**config.mk**
```make
export PLATFORM = sky130hd
export DESIGN_NAME = spsg_top
export DESIGN_NICKNAME = d
export VERILOG_FILES = /design/src/rtl/spsg_pkg.sv /design/src/rtl/spsg_pmem_if.sv /design/src/rtl/spsg_param_mem.sv /design/src/rtl/spsg_top.sv
export SDC_FILE = /design/constraint.sdc
export NUM_CORES = 2
export LEC_CHECK = 0
export ABC_AREA = 1
export BUFFER_PORTS_ARGS = -buffer_cell sky130_fd_sc_hd__buf_4
export CAP_MARGIN = 20
export CELL_PAD_IN_SITES_DETAIL_PLACEMENT = 0
export CELL_PAD_IN_SITES_GLOBAL_PLACEMENT = 2
export CORE_MARGIN = 5
export CORE_UTILIZATION = 41
export CTS_CLUSTER_DIAMETER = 40
export DETAILED_ROUTE_END_ITERATION = 10
export HOLD_SLACK_MARGIN = 0.03
export PLACE_DENSITY_LB_ADDON = 0.1
export RECOVER_POWER = 100
export SETUP_SLACK_MARGIN = 0.02
export SLEW_MARGIN = 10
export SYNTH_ARGS = -nofsm -noshare
export SYNTH_HDL_FRONTEND = slang
export SYNTH_SLANG_ARGS = --single-unit
```
**constraint.sdc**
```tcl
create_clock -name core_clk -period 14 [get_ports core_clk]
set_input_delay 0 -clock core_clk [delete_from_list [all_inputs] [get_ports core_clk]]
set_output_delay 0 -clock core_clk [all_outputs]
set_load 0.1 [all_outputs]
```
**src/rtl/spsg_pkg.sv**
```systemverilog
// Function
// - threading and positioning only once synchronized
// - rotation start syncs on next mark pulse
// - zero equals shift plus correction minus set
// - sync loads set position then applies shift
// - jog key runs spindle and syncs likewise
// - above encoder limit drop synchronized state
// - below resync threshold resync on next mark
// - motor encoder gear change forces resync
// - five stages; change disabled by enable bit
// - auto select needs speed mode, else alarm
// - different fixed stage raises change request, code
// - clamp speed to stage limits, set flags
// - auto tests current, then stages one upward
// - stage change only stationary; stop internally; the set still switches on acknowledge without a standstill check
// - hold next block until change completes
// - on acknowledge end oscillation, switch set, accelerate
// - clear request and hold; plc drops acknowledge
// - codes 000/001 set one, up to five
// - each set holds its own speed data
// - axis mode uses parameter set zero
package spsg_pkg;
  localparam int unsigned SPD_W = 16;
  localparam int unsigned PAW   = 6;
  // register byte offsets
  localparam logic [8:0] OFS_CTRL     = 9'h000;
  localparam logic [8:0] OFS_SPEED    = 9'h004;
  localparam logic [8:0] OFS_STAGE    = 9'h008;
  localparam logic [8:0] OFS_PLC      = 9'h00C;
  localparam logic [8:0] OFS_STATUS   = 9'h010;
  localparam logic [8:0] OFS_SETPOINT = 9'h014;
  localparam logic [8:0] OFS_ZERO     = 9'h018;
  localparam logic [8:0] OFS_SHIFT    = 9'h01C;
  localparam logic [8:0] OFS_CORR     = 9'h020;
  localparam logic [8:0] OFS_SETPOS   = 9'h024;
  localparam logic [8:0] OFS_ENCLIM   = 9'h028;
  localparam logic [8:0] OFS_RESYNC   = 9'h02C;
  localparam logic [8:0] OFS_PARAM    = 9'h100;
  // control bits
  localparam int unsigned CTRL_CW     = 0;
  localparam int unsigned CTRL_CCW    = 1;
  localparam int unsigned CTRL_JOG    = 2;
  localparam int unsigned CTRL_AXIS   = 3;
  localparam int unsigned CTRL_GCE    = 4;
  localparam int unsigned CTRL_MOTENC = 5;
  localparam int unsigned CTRL_SPDCTL = 6;
  localparam int unsigned CTRL_SWITCH = 7;
  // plc input bits
  localparam int unsigned PLC_ACK = 3;
  localparam int unsigned PLC_OSC = 4;
  // status bits
  localparam int unsigned ST_SYNC    = 0;
  localparam int unsigned ST_OVER    = 1;
  localparam int unsigned ST_CHG     = 2;
  localparam int unsigned ST_REQ     = 3;
  localparam int unsigned ST_LIM     = 6;
  localparam int unsigned ST_INC     = 7;
  localparam int unsigned ST_HOLD    = 8;
  localparam int unsigned ST_ALARM   = 9;
  localparam int unsigned ST_SET     = 10;
  localparam int unsigned ST_OSC     = 13;
  localparam int unsigned ST_BUSY    = 14;
  // reset values
  localparam logic [7:0]       CTRL_RST   = 8'h50;
  localparam logic [SPD_W-1:0] SETPOS_RST = 16'h0000;
  localparam logic [SPD_W-1:0] ENCLIM_RST = 16'hFFFF;
  localparam logic [6:0]       RESYNC_RST = 7'h5A;
  localparam logic [2:0]       SET_RST    = 3'h1;
  localparam logic [7:0]       PCT_DIV    = 8'h64;
  // parameter set fields
  localparam logic [2:0] FLD_SEL_MAX = 3'h0;
  localparam logic [2:0] FLD_SEL_MIN = 3'h1;
  localparam logic [2:0] FLD_LIM_MAX = 3'h2;
  localparam logic [2:0] FLD_LIM_MIN = 3'h3;
  localparam logic [2:0] NUM_STAGES  = 3'h5;
  localparam logic [2:0] STAGE_AUTO  = 3'h0;
  localparam logic [2:0] SET_NONE    = 3'h7;

  typedef enum logic [2:0] {EV_IDLE, EV_RD_MAX, EV_RD_MIN, EV_CHK,
                            EV_LIM_MAX, EV_LIM_MIN, EV_CLAMP} spsg_eval_e;

  function automatic logic [2:0] spsg_set_of_code(input logic [2:0] code);
    if (code <= 3'h1)
      spsg_set_of_code = 3'h1;
    else if (code <= NUM_STAGES)
      spsg_set_of_code = code;
    else
      spsg_set_of_code = SET_NONE;
  endfunction
endpackage

```
**src/rtl/spsg_pmem_if.sv**
```systemverilog
`timescale 1ns/100ps
interface spsg_pmem_if #(parameter int AW = 6, parameter int DW = 16);
  logic          we;
  logic [AW-1:0] waddr;
  logic [DW-1:0] wdata;
  logic [AW-1:0] raddr;
  logic [DW-1:0] rdata;
  modport ctl (output we, output waddr, output wdata, output raddr, input rdata);
  modport mem (input we, input waddr, input wdata, input raddr, output rdata);
endinterface

```
**src/rtl/spsg_param_mem.sv**
```systemverilog
`timescale 1ns/100ps
module spsg_param_mem
  import spsg_pkg::*;
#(
  parameter int AW = 6,
  parameter int DW = 16
)(
  input wire logic core_clk,
  spsg_pmem_if.mem pm
);
  logic [DW-1:0] mem [0:(1<<AW)-1];

  // one read per cycle, data one edge after the address
  always_ff @(posedge core_clk)
  begin
    if (pm.we)
    begin
      mem[pm.waddr] <= pm.wdata;
    end
    pm.rdata <= mem[pm.raddr];
  end
endmodule

```
**src/rtl/spsg_top.sv**
```systemverilog
`timescale 1ns/100ps
module spsg_top
  import spsg_pkg::*;
#(
  parameter int SW = SPD_W
)(
  input  wire logic          core_clk,
  input  wire logic          resetn,
  input  wire logic          hsel,
  input  wire logic [31:0]   haddr,
  input  wire logic [1:0]    htrans,
  input  wire logic          hwrite,
  input  wire logic [2:0]    hsize,
  input  wire logic [31:0]   hwdata,
  input  wire logic          hready,
  output logic               hreadyout,
  output logic [31:0]        hrdata,
  output logic               hresp,
  input  wire logic          zero_mark,
  input  wire logic          switch_pulse,
  input  wire logic [SW-1:0] actual_speed,
  input  wire logic          standstill,
  output logic [SW-1:0]      speed_setpoint,
  output logic               synchronized,
  output logic               thread_pos_allowed,
  output logic               change_gear,
  output logic [2:0]         req_stage,
  output logic               block_hold,
  output logic               oscillate,
  output logic [2:0]         param_set
);
  spsg_pmem_if #(.AW(PAW), .DW(SW)) pm ();

  spsg_param_mem #(.AW(PAW), .DW(SW)) u_mem
  (
    .core_clk (core_clk),
    .pm       (pm)
  );

  // bus state
  logic       wr_pend_q;
  logic       rd_pend_q;
  logic [8:0] addr_q;
  logic [31:0] rd_mux;
  // software registers
  logic [7:0]    ctrl_q;
  logic [SW-1:0] prog_speed_q;
  logic [2:0]    stage_cmd_q;
  logic [4:0]    plc_q;
  logic [SW-1:0] shift_q;
  logic [SW-1:0] corr_q;
  logic [SW-1:0] setpos_q;
  logic [SW-1:0] enclim_q;
  logic [6:0]    resync_q;
  // block state
  logic          sync_q;
  logic          over_q;
  logic [SW-1:0] zero_q;
  logic          chg_q;
  logic [2:0]    req_q;
  logic          hold_q;
  logic          osc_q;
  logic [2:0]    act_set_q;
  logic          alarm_q;
  logic          lim_q;
  logic          inc_q;
  logic [SW-1:0] clamp_q;
  logic [SW-1:0] setpt_q;
  spsg_eval_e    ev_q;
  logic [2:0]    scan_q;
  logic          first_q;
  logic [2:0]    target_q;
  logic [SW-1:0] sel_max_q;
  logic [SW-1:0] lim_max_q;

  wire addr_ok   = hsel && hready && htrans[1];
  wire wr_now    = wr_pend_q;
  wire wr_ctrl   = wr_now && (addr_q == OFS_CTRL);
  wire wr_speed  = wr_now && (addr_q == OFS_SPEED);
  wire wr_stage  = wr_now && (addr_q == OFS_STAGE);
  wire wr_plc    = wr_now && (addr_q == OFS_PLC);
  wire wr_status = wr_now && (addr_q == OFS_STATUS);
  wire wr_shift  = wr_now && (addr_q == OFS_SHIFT);
  wire wr_corr   = wr_now && (addr_q == OFS_CORR);
  wire wr_setpos = wr_now && (addr_q == OFS_SETPOS);
  wire wr_enclim = wr_now && (addr_q == OFS_ENCLIM);
  wire wr_resync = wr_now && (addr_q == OFS_RESYNC);
  wire wr_param  = wr_now && addr_q[8] && (addr_q[7:5] <= NUM_STAGES);

  wire axis_mode = ctrl_q[CTRL_AXIS];
  wire gce       = ctrl_q[CTRL_GCE];
  wire rotating  = ctrl_q[CTRL_CW] || ctrl_q[CTRL_CCW] || ctrl_q[CTRL_JOG];
  wire sync_src  = ctrl_q[CTRL_SWITCH] ? switch_pulse : zero_mark;
  wire [2:0] act_code = plc_q[2:0];
  wire [2:0] new_set  = spsg_set_of_code(act_code);
  wire [2:0] cur_stg  = (act_set_q == 3'h0) ? SET_RST : act_set_q;

  // a speed write re-runs the last stage command, like a new S value
  wire [2:0] cmd_now  = wr_stage ? hwdata[2:0] : stage_cmd_q;
  wire ev_start  = (wr_stage || wr_speed) && (ev_q == EV_IDLE) && !axis_mode;
  wire auto_bad  = ev_start && (cmd_now == STAGE_AUTO) && !ctrl_q[CTRL_SPDCTL];
  wire cmd_fixed = (cmd_now != STAGE_AUTO) && (cmd_now <= NUM_STAGES);

  // encoder frequency supervision
  wire [SW+6:0]  thr_prod  = enclim_q * resync_q;
  wire [SW+6:0]  thr_div   = thr_prod / PCT_DIV;
  wire [SW-1:0]  resync_thr = thr_div[SW-1:0];
  wire over_set  = actual_speed > enclim_q;
  wire over_clr  = actual_speed < resync_thr;

  // handshake completion, invalid codes never complete
  wire ack_ok    = chg_q && plc_q[PLC_ACK] && (new_set != SET_NONE);
  wire sel_pass  = (prog_speed_q <= sel_max_q) && (prog_speed_q >= pm.rdata);
  wire [SW-1:0] clamped = (prog_speed_q > lim_max_q) ? lim_max_q :
                          (prog_speed_q < pm.rdata) ? pm.rdata : prog_speed_q;

  // memory access: bus writes on the write port, evaluation on the read port
  assign pm.we    = wr_param;
  assign pm.waddr = addr_q[7:2];
  assign pm.wdata = hwdata[SW-1:0];
  assign pm.raddr = (ev_q == EV_RD_MAX || ev_q == EV_IDLE) ? {scan_q, FLD_SEL_MAX} :
                    (ev_q == EV_RD_MIN) ? {scan_q, FLD_SEL_MIN} :
                    (ev_q == EV_LIM_MAX) ? {target_q, FLD_LIM_MAX} :
                    {target_q, FLD_LIM_MIN};

  always_comb
  begin
    rd_mux = 32'h0000_0000;
    if (addr_q == OFS_CTRL)
      rd_mux[7:0] = ctrl_q;
    else if (addr_q == OFS_SPEED)
      rd_mux[SW-1:0] = prog_speed_q;
    else if (addr_q == OFS_STAGE)
      rd_mux[2:0] = stage_cmd_q;
    else if (addr_q == OFS_PLC)
      rd_mux[4:0] = plc_q;
    else if (addr_q == OFS_STATUS)
    begin
      rd_mux[ST_SYNC]          = sync_q;
      rd_mux[ST_OVER]          = over_q;
      rd_mux[ST_CHG]           = chg_q;
      rd_mux[ST_REQ+:3]        = req_q;
      rd_mux[ST_LIM]           = lim_q;
      rd_mux[ST_INC]           = inc_q;
      rd_mux[ST_HOLD]          = hold_q;
      rd_mux[ST_ALARM]         = alarm_q;
      rd_mux[ST_SET+:3]        = axis_mode ? 3'h0 : act_set_q;
      rd_mux[ST_OSC]           = osc_q;
      rd_mux[ST_BUSY]          = ev_q != EV_IDLE;
    end
    else if (addr_q == OFS_SETPOINT)
      rd_mux[SW-1:0] = setpt_q;
    else if (addr_q == OFS_ZERO)
      rd_mux[SW-1:0] = zero_q;
    else if (addr_q == OFS_SHIFT)
      rd_mux[SW-1:0] = shift_q;
    else if (addr_q == OFS_CORR)
      rd_mux[SW-1:0] = corr_q;
    else if (addr_q == OFS_SETPOS)
      rd_mux[SW-1:0] = setpos_q;
    else if (addr_q == OFS_ENCLIM)
      rd_mux[SW-1:0] = enclim_q;
    else if (addr_q == OFS_RESYNC)
      rd_mux[6:0] = resync_q;
  end

  // bus slave: zero wait states, read data registered into the data phase
  always_ff @(posedge core_clk or negedge resetn)
  begin
    if (!resetn)
    begin
      wr_pend_q <= 1'b0;
      rd_pend_q <= 1'b0;
      addr_q    <= 9'h000;
      hreadyout <= 1'b0;
      hresp     <= 1'b0;
      hrdata    <= 32'h0000_0000;
    end
    else
    begin
      hreadyout <= 1'b1;
      hresp     <= 1'b0;
      wr_pend_q <= addr_ok && hwrite;
      rd_pend_q <= addr_ok && !hwrite;
      if (addr_ok)
        addr_q <= haddr[8:0];
      if (rd_pend_q)
        hrdata <= 32'h0000_0000;
      if (addr_ok && !hwrite)
        hrdata <= rd_next(haddr[8:0]);
    end
  end

  // read mux is indexed by the registered address; peek at the new one
  function automatic logic [31:0] rd_next(input logic [8:0] a);
    rd_next = (a == addr_q) ? rd_mux : rd_mux_at(a);
  endfunction

  function automatic logic [31:0] rd_mux_at(input logic [8:0] a);
    rd_mux_at = 32'h0000_0000;
    if (a == OFS_CTRL)
      rd_mux_at[7:0] = ctrl_q;
    else if (a == OFS_SPEED)
      rd_mux_at[SW-1:0] = prog_speed_q;
    else if (a == OFS_STAGE)
      rd_mux_at[2:0] = stage_cmd_q;
    else if (a == OFS_PLC)
      rd_mux_at[4:0] = plc_q;
    else if (a == OFS_STATUS)
      rd_mux_at[15:0] = {1'b0, ev_q != EV_IDLE, osc_q, axis_mode ? 3'h0 : act_set_q,
                         alarm_q, hold_q, inc_q, lim_q, req_q, chg_q, over_q, sync_q};
    else if (a == OFS_SETPOINT)
      rd_mux_at[SW-1:0] = setpt_q;
    else if (a == OFS_ZERO)
      rd_mux_at[SW-1:0] = zero_q;
    else if (a == OFS_SHIFT)
      rd_mux_at[SW-1:0] = shift_q;
    else if (a == OFS_CORR)
      rd_mux_at[SW-1:0] = corr_q;
    else if (a == OFS_SETPOS)
      rd_mux_at[SW-1:0] = setpos_q;
    else if (a == OFS_ENCLIM)
      rd_mux_at[SW-1:0] = enclim_q;
    else if (a == OFS_RESYNC)
      rd_mux_at[6:0] = resync_q;
  endfunction

  // software registers
  always_ff @(posedge core_clk or negedge resetn)
  begin
    if (!resetn)
    begin
      ctrl_q       <= CTRL_RST;
      prog_speed_q <= '0;
      stage_cmd_q  <= STAGE_AUTO;
      plc_q        <= 5'h00;
      shift_q      <= '0;
      corr_q       <= '0;
      setpos_q     <= SETPOS_RST;
      enclim_q     <= ENCLIM_RST;
      resync_q     <= RESYNC_RST;
    end
    else
    begin
      if (wr_ctrl)
        ctrl_q <= hwdata[7:0];
      if (wr_speed)
        prog_speed_q <= hwdata[SW-1:0];
      if (wr_stage)
        stage_cmd_q <= hwdata[2:0];
      if (wr_plc)
        plc_q <= hwdata[4:0];
      if (wr_shift)
        shift_q <= hwdata[SW-1:0];
      if (wr_corr)
        corr_q <= hwdata[SW-1:0];
      if (wr_setpos)
        setpos_q <= hwdata[SW-1:0];
      if (wr_enclim)
        enclim_q <= hwdata[SW-1:0];
      if (wr_resync)
        resync_q <= hwdata[6:0];
    end
  end

  // synchronization with the measuring system
  always_ff @(posedge core_clk or negedge resetn)
  begin
    if (!resetn)
    begin
      sync_q <= 1'b0;
      over_q <= 1'b0;
      zero_q <= '0;
    end
    else
    begin
      if (over_set)
        over_q <= 1'b1;
      else if (over_clr)
        over_q <= 1'b0;
      if (over_set)
        sync_q <= 1'b0;
      else if (ack_ok && ctrl_q[CTRL_MOTENC])
        sync_q <= 1'b0;
      else if (!sync_q && !over_q && rotating && !chg_q && sync_src)
      begin
        sync_q <= 1'b1;
        zero_q <= SW'(shift_q + corr_q - setpos_q);
      end
    end
  end

  // stage evaluation: current stage first, then one upward, then clamp
  always_ff @(posedge core_clk or negedge resetn)
  begin
    if (!resetn)
    begin
      ev_q      <= EV_IDLE;
      scan_q    <= SET_RST;
      first_q   <= 1'b0;
      target_q  <= SET_RST;
      sel_max_q <= '0;
      lim_max_q <= '0;
      clamp_q   <= '0;
      lim_q     <= 1'b0;
      inc_q     <= 1'b0;
    end
    else
    begin
      case (ev_q)
        EV_IDLE:
        begin
          if (ev_start && !auto_bad && cmd_fixed)
          begin
            target_q <= gce ? cmd_now : cur_stg;
            ev_q     <= EV_LIM_MAX;
          end
          else if (ev_start && !auto_bad && cmd_now == STAGE_AUTO)
          begin
            scan_q  <= cur_stg;
            first_q <= 1'b1;
            ev_q    <= EV_RD_MAX;
          end
        end
        EV_RD_MAX:
          ev_q <= EV_RD_MIN;
        EV_RD_MIN:
        begin
          sel_max_q <= pm.rdata;
          ev_q      <= EV_CHK;
        end
        EV_CHK:
        begin
          if (sel_pass && gce)
          begin
            target_q <= scan_q;
            ev_q     <= EV_LIM_MAX;
          end
          else if (first_q && gce)
          begin
            scan_q  <= SET_RST;
            first_q <= 1'b0;
            ev_q    <= EV_RD_MAX;
          end
          else if (scan_q >= NUM_STAGES || !gce)
          begin
            target_q <= cur_stg;
            ev_q     <= EV_LIM_MAX;
          end
          else
          begin
            scan_q <= scan_q + 3'h1;
            ev_q   <= EV_RD_MAX;
          end
        end
        EV_LIM_MAX:
          ev_q <= EV_LIM_MIN;
        EV_LIM_MIN:
        begin
          lim_max_q <= pm.rdata;
          ev_q      <= EV_CLAMP;
        end
        EV_CLAMP:
        begin
          clamp_q <= clamped;
          lim_q   <= prog_speed_q > lim_max_q;
          inc_q   <= (prog_speed_q <= lim_max_q) && (prog_speed_q < pm.rdata);
          ev_q    <= EV_IDLE;
        end
        default:
          ev_q <= EV_IDLE;
      endcase
    end
  end

  // gear change handshake with the plc
  wire chg_start = (ev_q == EV_CLAMP) && gce && !chg_q && (target_q != cur_stg);

  always_ff @(posedge core_clk or negedge resetn)
  begin
    if (!resetn)
    begin
      chg_q     <= 1'b0;
      req_q     <= SET_RST;
      hold_q    <= 1'b0;
      osc_q     <= 1'b0;
      act_set_q <= SET_RST;
      alarm_q   <= 1'b0;
    end
    else
    begin
      if (chg_start)
      begin
        chg_q  <= 1'b1;
        req_q  <= target_q;
        hold_q <= 1'b1;
      end
      else if (ack_ok)
      begin
        chg_q     <= 1'b0;
        hold_q    <= 1'b0;
        act_set_q <= new_set;
      end
      // oscillation only while stationary inside an open change
      osc_q <= chg_q && !ack_ok && plc_q[PLC_OSC] && standstill;
      // a raised alarm survives a clear in the same cycle
      if (auto_bad)
        alarm_q <= 1'b1;
      else if (wr_status && hwdata[ST_ALARM])
        alarm_q <= 1'b0;
    end
  end

  // setpoint: internal stop during a change, last speed afterwards
  always_ff @(posedge core_clk or negedge resetn)
  begin
    if (!resetn)
    begin
      setpt_q <= '0;
    end
    else
    begin
      setpt_q <= (rotating && !chg_q && !axis_mode) ? clamp_q : '0;
    end
  end

  // outputs, all from flip-flops
  always_ff @(posedge core_clk or negedge resetn)
  begin
    if (!resetn)
    begin
      speed_setpoint     <= '0;
      synchronized       <= 1'b0;
      thread_pos_allowed <= 1'b0;
      change_gear        <= 1'b0;
      req_stage          <= SET_RST;
      block_hold         <= 1'b0;
      oscillate          <= 1'b0;
      param_set          <= SET_RST;
    end
    else
    begin
      speed_setpoint     <= setpt_q;
      synchronized       <= sync_q;
      thread_pos_allowed <= sync_q;
      change_gear        <= chg_q;
      req_stage          <= req_q;
      block_hold         <= hold_q;
      oscillate          <= osc_q;
      param_set          <= axis_mode ? 3'h0 : act_set_q;
    end
  end
endmodule

```
* Word-level counts from Yosys, hierarchy flattened *
Memories as Yosys holds them, arrays and structs flattened. A register that Yosys moved wholly into a read port is not among the register bits.
Index checks and enable logic that the tools add are counted.

word-level totals
  input bits = 93
  bits in read-only memories = 0
  register bits after elaboration = 275
  latch bits = 0
  output and inout bits = 61
  bits in writable memories = 1,024
  memories kept = 1
  logic and storage cells = 262

operators by class
  muxes and demuxes = 87
  equal/unequal tests = 40
  add/subtract/negate cells = 3
  order comparisons = 12
  $mul = 1
  bitwise logic cells = 3
  shifts and indexed selects = 0
  div/mod/pow operators = 1
  reduce and logical (&&, ||, !) cells = 76

memory list
  memory     words  bits a word  rd ports  clocked after Yosys merged registers in  write ports  RTL line              source
  u_mem.mem  64     16           1         1                                        1            spsg_param_mem.sv:11  logic [DW-1:0] mem [0:(1<<AW)-1];

operator list
  operator               count
  $mux 16                22
  $eq 9x5->1 const B     8
  $eq 9x6->1 const B     8
  $mux 3                 22
  $mux 32                2
  $logic_and 1x1->1      44
  $eq 9x4->1 const B     4
  $gt 16x16->1           2
  $le 16x16->1           2
  $lt 16x16->1           2
  $mux 8                 4
  $mux 7                 4
  $mux 13                2
  $div 23x7->23 const B  1
  $mul 16x7->23          1
  $mux 11                2
  $eq 9x3->1 const B     2
  $logic_not 9->1        2
  $mux 1                 18
  $mux 9                 2
  $pmux 3 s6             1
  $add 16x16->16         1
  $ge 16x16->1           1
  $sub 16x16->16         1
  other kinds (28)       65

* Longest topological paths before layout *
  depth after elaboration = 20
  depth in mapped cells = 120
  depth with buffers taken out = 118

* Cells and area by module *
A second synthesis with hierarchy kept.

unflattened totals
  cells, all modules = 6,295
  area, all modules = 63,074.2 um^2

modules (own cells, without submodules)
  module          cells an instance  area each (um^2)  seq. area each (um^2)  instances
  spsg_param_mem  3,534              42,140.4          31,069.8               1
  spsg_top        2,761              20,933.8          6,516.2                1

* Least setup slack after synthesis *
OpenSTA, ideal clock, no wires.

  path type = reg-to-reg
  start = register resync_q[6]
  end = register over_q
  cell stages (with the launch flop) = 101
  path buffers = 2
  arrival = 11,056 ps
  clock period less this slack = 11,173 ps
  required time = 13,883 ps
  library setup time = 117 ps
  slack = 2,827 ps
  cells stage by stage = dfstp_2 -> clkbuf_1 -> clkbuf_1 -> nand2_1 -> fa_1 -> fa_1 -> inv_1 -> fa_1 -> inv_1 -> fa_1 -> inv_1 -> ha_1 -> nand2_1 -> inv_1 -> nand2_1 -> nand2_1 -> nand2_1 -> nand3_1 -> [... 65 more ...] -> nand2_2 -> nand2_2 -> nand2_2 -> nand4_1 -> nand2_2 -> nand2_2 -> inv_1 -> ha_1 -> nand2_1 -> nand2_1 -> nand2_1 -> nand2_1 -> nand2_1 -> nand2_1 -> nand2_1 -> nand2_1 -> nand2_1 -> nand2_1

between the ends
  cells in the longest elaborated chain, start to end = 4

ends and longest elaborated chain
  item                                RTL line         source
  from (decl)                         spsg_top.sv:54   logic [6:0] resync_q;
  from (signal assigned)              spsg_top.sv:262  resync_q <= hwdata[6:0];
  $mul 16x7->23                       spsg_top.sv:105  wire [SW+6:0] thr_prod = enclim_q * resync_q;
  $div 23x7->23                       spsg_top.sv:106  wire [SW+6:0] thr_div = thr_prod / PCT_DIV;
  $lt 16x16->1                        spsg_top.sv:109  wire over_clr = actual_speed < resync_thr;
  $reduce_bool 2->1 (no source line)  -
  to (signal assigned)                spsg_top.sv:272  over_q <= 1'b0;
  to (signal assigned)                spsg_top.sv:278  over_q <= 1'b1;
  to (signal assigned)                spsg_top.sv:280  over_q <= 1'b0;
  to (decl)                           spsg_top.sv:57   logic over_q;

No other way between the ends.
A chain may end at the register's enable or synchronous reset.

* Worst setup path after layout *
Same ends and word-level chain as after synthesis.

==> impl_metrics.env <==
export IMPL_die_w_um=326
export IMPL_fmax_mhz=78.4
export IMPL_final_area_mm2=0.0481
export IMPL_drcViolationCount=0
export IMPL_vias=30200
export IMPL_wl_per_cell_um=20.2
export IMPL_cts_tree="done"
export IMPL_io_pins=154
export IMPL_grt_pass1_wl_mm=181
export IMPL_syn_avg_cell_area_um2=9.71
export IMPL_die_h_um=326
export IMPL_slew_violations=755
export IMPL_status="complete, but fails checks"
export IMPL_cp_start_kind="flop"
export IMPL_synth_seq_area_share_pct=54.4
export IMPL_hp_class="in2reg"
export IMPL_violations="capacitance limit, slew limit"
export IMPL_multi_input_area_mm2=0.0166
export IMPL_grt_pass1_vias=29600
export IMPL_start_util_pct=41.4
export IMPL_area_growth_pct=17.9
export IMPL_syn_area_mm2=0.0408
export IMPL_port_buffers=93
export IMPL_clock_path_buffers=3
export IMPL_numCtsBuffers=116
export IMPL_drive_gt1_share_pct=11.9
export IMPL_nets=4794
export IMPL_slowest_delay_ns=0.67
export IMPL_synth_cells=4202
export IMPL_grt_usage_pct=21.9
export IMPL_final_cells=5871
export IMPL_regArea_mm2=0.0223
export IMPL_synth_edf_count=512
export IMPL_drtIter0Drc=2126
export IMPL_synth_main_ff_cell="edfxtp_1"
export IMPL_path_class="reg2reg"
export IMPL_wl_mm=119
export IMPL_cpMostUsedCell="nand2_1"
export IMPL_row_count=115
export IMPL_rrSetupSlack_ns=1.24
export IMPL_fillers=9421
export IMPL_crit_start="resync_q[6]"
export IMPL_ys_warn_count=0
export IMPL_die_area_mm2=0.106
export IMPL_ys_types=63
export IMPL_ctsRootBufferMaster="clkbuf_16"
export IMPL_worst_slew_pin_slew_ns=7.12
export IMPL_hold_viol_final=0
export IMPL_dp_hpwl_mm=78.2
export IMPL_cts_reportedPaths_clkPinSlew_ns=0.05
export IMPL_synthArstFlopShare_pct=32.9
export IMPL_crit_end="over_q"
export IMPL_r2r_end="over_q"
export IMPL_cts_sinks=787
export IMPL_dp_cells=5565
export IMPL_ys_seq_elements=787
export IMPL_regMostFlops="u_mem.mem"
export IMPL_ant_nets=0
export IMPL_reg2reg_from="resync_q[6]"
export IMPL_core_area_mm2=0.0986
export IMPL_setup_viol=0
export IMPL_setup_worst_path_end_class="flop"
export IMPL_finClkSkew_ns=0.0588
export IMPL_slew_headroom_pct=-375
export IMPL_maxCapViolCount=18
export IMPL_cp_max_fo=7
export IMPL_globalplace_congestion=0.813
export IMPL_globalRoute_totalOverflow=0
export IMPL_hold_depth=3
export IMPL_via_per_inst=5.15
export IMPL_worst_r2r_cell_count=101
export IMPL_largest_reg_flops=512
export IMPL_critPathRequiredTime_ns=14.55
export IMPL_place_area_mm2=0.0433
export IMPL_clock_latency_ns=0.70
export IMPL_grt_max_degree=169
export IMPL_period_minus_slack_ns=12.76
export IMPL_arrival_ns=13.32
export IMPL_htree_levels=3
export IMPL_antenna_found_initial=1
export IMPL_drtPass1Iterations=5
export IMPL_slowest_stage="dfstp_4"
export IMPL_fin_crit_sh_pct=91.2
worst min path at each step:
stage,start,end,slack [ns]
final,hwrite,rd_pend_q,0.15
after global routing,hwrite,rd_pend_q,0.13
after CTS,resetn,sel_max_q[0],0.03
after detailed placement,resetn,clamp_q[10],0.20
after global placement,resetn,clamp_q[10],0.19
after floorplan,resetn,act_set_q[1],-0.30
timing repair:
action                                  in CTS  in global routing
setup buffers                                0                 38
resized for setup                            0                 88
hold buffers                                40                  0
endpoints found under the setup margin       0                  1
endpoints found under the hold margin      668                  0
layer usage:
| metal | vias up | wire length [um] | GRT usage [%] |
|---|---|---|---|
| li1 | 14800 | - | - |
| met3 | 157 | 4590 | 2.68 |
| met4 | 0 | 2760 | 5.76 |
| met2 | 593 | 57300 | 37.1 |
| met1 | 14700 | 54000 | 30.1 |
| met5 | - | 0 | 0 |
synthesized netlist by cell type, types with 5 or more instances:
| cell | count | area share, % |
|---|---|---|
| nand2_1 | 701 | 6.4 |
| o21ai_0 | 537 | 6.6 |
| inv_1 | 514 | 4.7 |
| edfxtp_1 | 512 | 38 |
| nor2_1 | 416 | 3.8 |
| dfrtp_1 | 231 | 14 |
| clkbuf_1 | 176 | 1.6 |
| ha_1 | 138 | 4.2 |
| nand3_1 | 129 | 1.6 |
| a21oi_1 | 105 | 1.3 |
| o221ai_1 | 102 | 2.2 |
| fa_1 | 84 | 4.1 |
| o22ai_1 | 66 | 1.0 |
| nand2_2 | 51 | 0.78 |
| inv_2 | 43 | 0.40 |
| o211ai_1 | 37 | 0.68 |
| nand4_1 | 35 | 0.54 |
| a31oi_1 | 31 | 0.48 |
| dfstp_2 | 28 | 1.8 |
| nor3_1 | 26 | 0.32 |
| nand2_4 | 24 | 0.66 |
| xnor2_1 | 20 | 0.43 |
| buf_4 | 19 | 0.35 |
| dfxtp_1 | 16 | 0.78 |
| o21ai_1 | 16 | 0.20 |
| a221oi_1 | 15 | 0.32 |
| o2111ai_1 | 12 | 0.26 |
| xor2_1 | 11 | 0.24 |
| buf_1 | 9 | 0.083 |
| nand3_2 | 8 | 0.20 |
| nand3b_1 | 7 | 0.13 |
| nand4_2 | 7 | 0.21 |
| nor2_2 | 6 | 0.092 |
| nor2_4 | 6 | 0.17 |
| o21bai_1 | 6 | 0.11 |
| clkinv_1 | 5 | 0.046 |
| o21a_1 | 5 | 0.092 |
area by class of cell:
class / instances / area share (%)
clock inverters: 78 / 1.97
inverters: 562 / 4.39
repair buffers: 220 / 3.00
diodes: 2 / 0.0104
well taps: 1287 / 3.35
clock buffers: 143 / 6.46
multi-input cells: 2792 / 34.5
flip-flops and latches: 787 / 46.3
kinds of logic after synthesis:
logic type	after synthesis	synth area share, %
other	2	0.0184
AOI/OAI and AO/OA	958	13.8
adders and majority gates	222	8.35
buffers and inverters	767	7.23
DFF	787	54.4
muxes	3	0.0797
and+or+nand+nor	1430	15.4
xor gates and xnor gates	33	0.773
placed cells by master, fill, tap and decap left out, types with 25 or more instances in the layout:
cell,synthesis,routed
fa_1,84,83
nand3_1,129,116
buf_4,19,85
nand2_2,51,52
nor3_1,26,25
dlygate4sd3_1,0,40
inv_1,514,513
nand2_4,24,36
o221ai_1,102,102
o211ai_1,37,37
a21oi_1,105,104
clkbuf_1,176,109
dfrtp_1,231,229
o21ai_0,537,535
clkbuf_16,0,118
o22ai_1,66,66
ha_1,138,127
a31oi_1,31,31
nand2_1,701,688
nand4_1,35,35
edfxtp_1,512,512
nor2_1,416,393
inv_2,43,43
conb_1,2,146
nor2_2,6,28
worst max-delay path: cells and delay by family, from the launching register on:
family,cells,cell delay [ns]
fa+ha+maj,5,2.35
buf+inv,8,1.27
simple gates,86,8.00
compound gates,2,0.28
flops,1,0.67
metrics by stage:
step / TNS, ns / util (%) / hold slack [ns] / worst slack [ns]
floorplan: 0 / - / -0.296 / 2.83
global placement: 0 / 43.9 / 0.186 / 1.31
detailed placement: 0 / 43.9 / 0.199 / 1.24
CTS: 0 / 48.4 / 0.0306 / 0.666
global route: -0.0129 / 48.8 / 0.130 / -0.0129
finish: 0 / 48.8 / 0.147 / 1.24
Power is not shown: default switching activity piles up to over one toggle a cycle in this logic, so the estimate is an artifact.
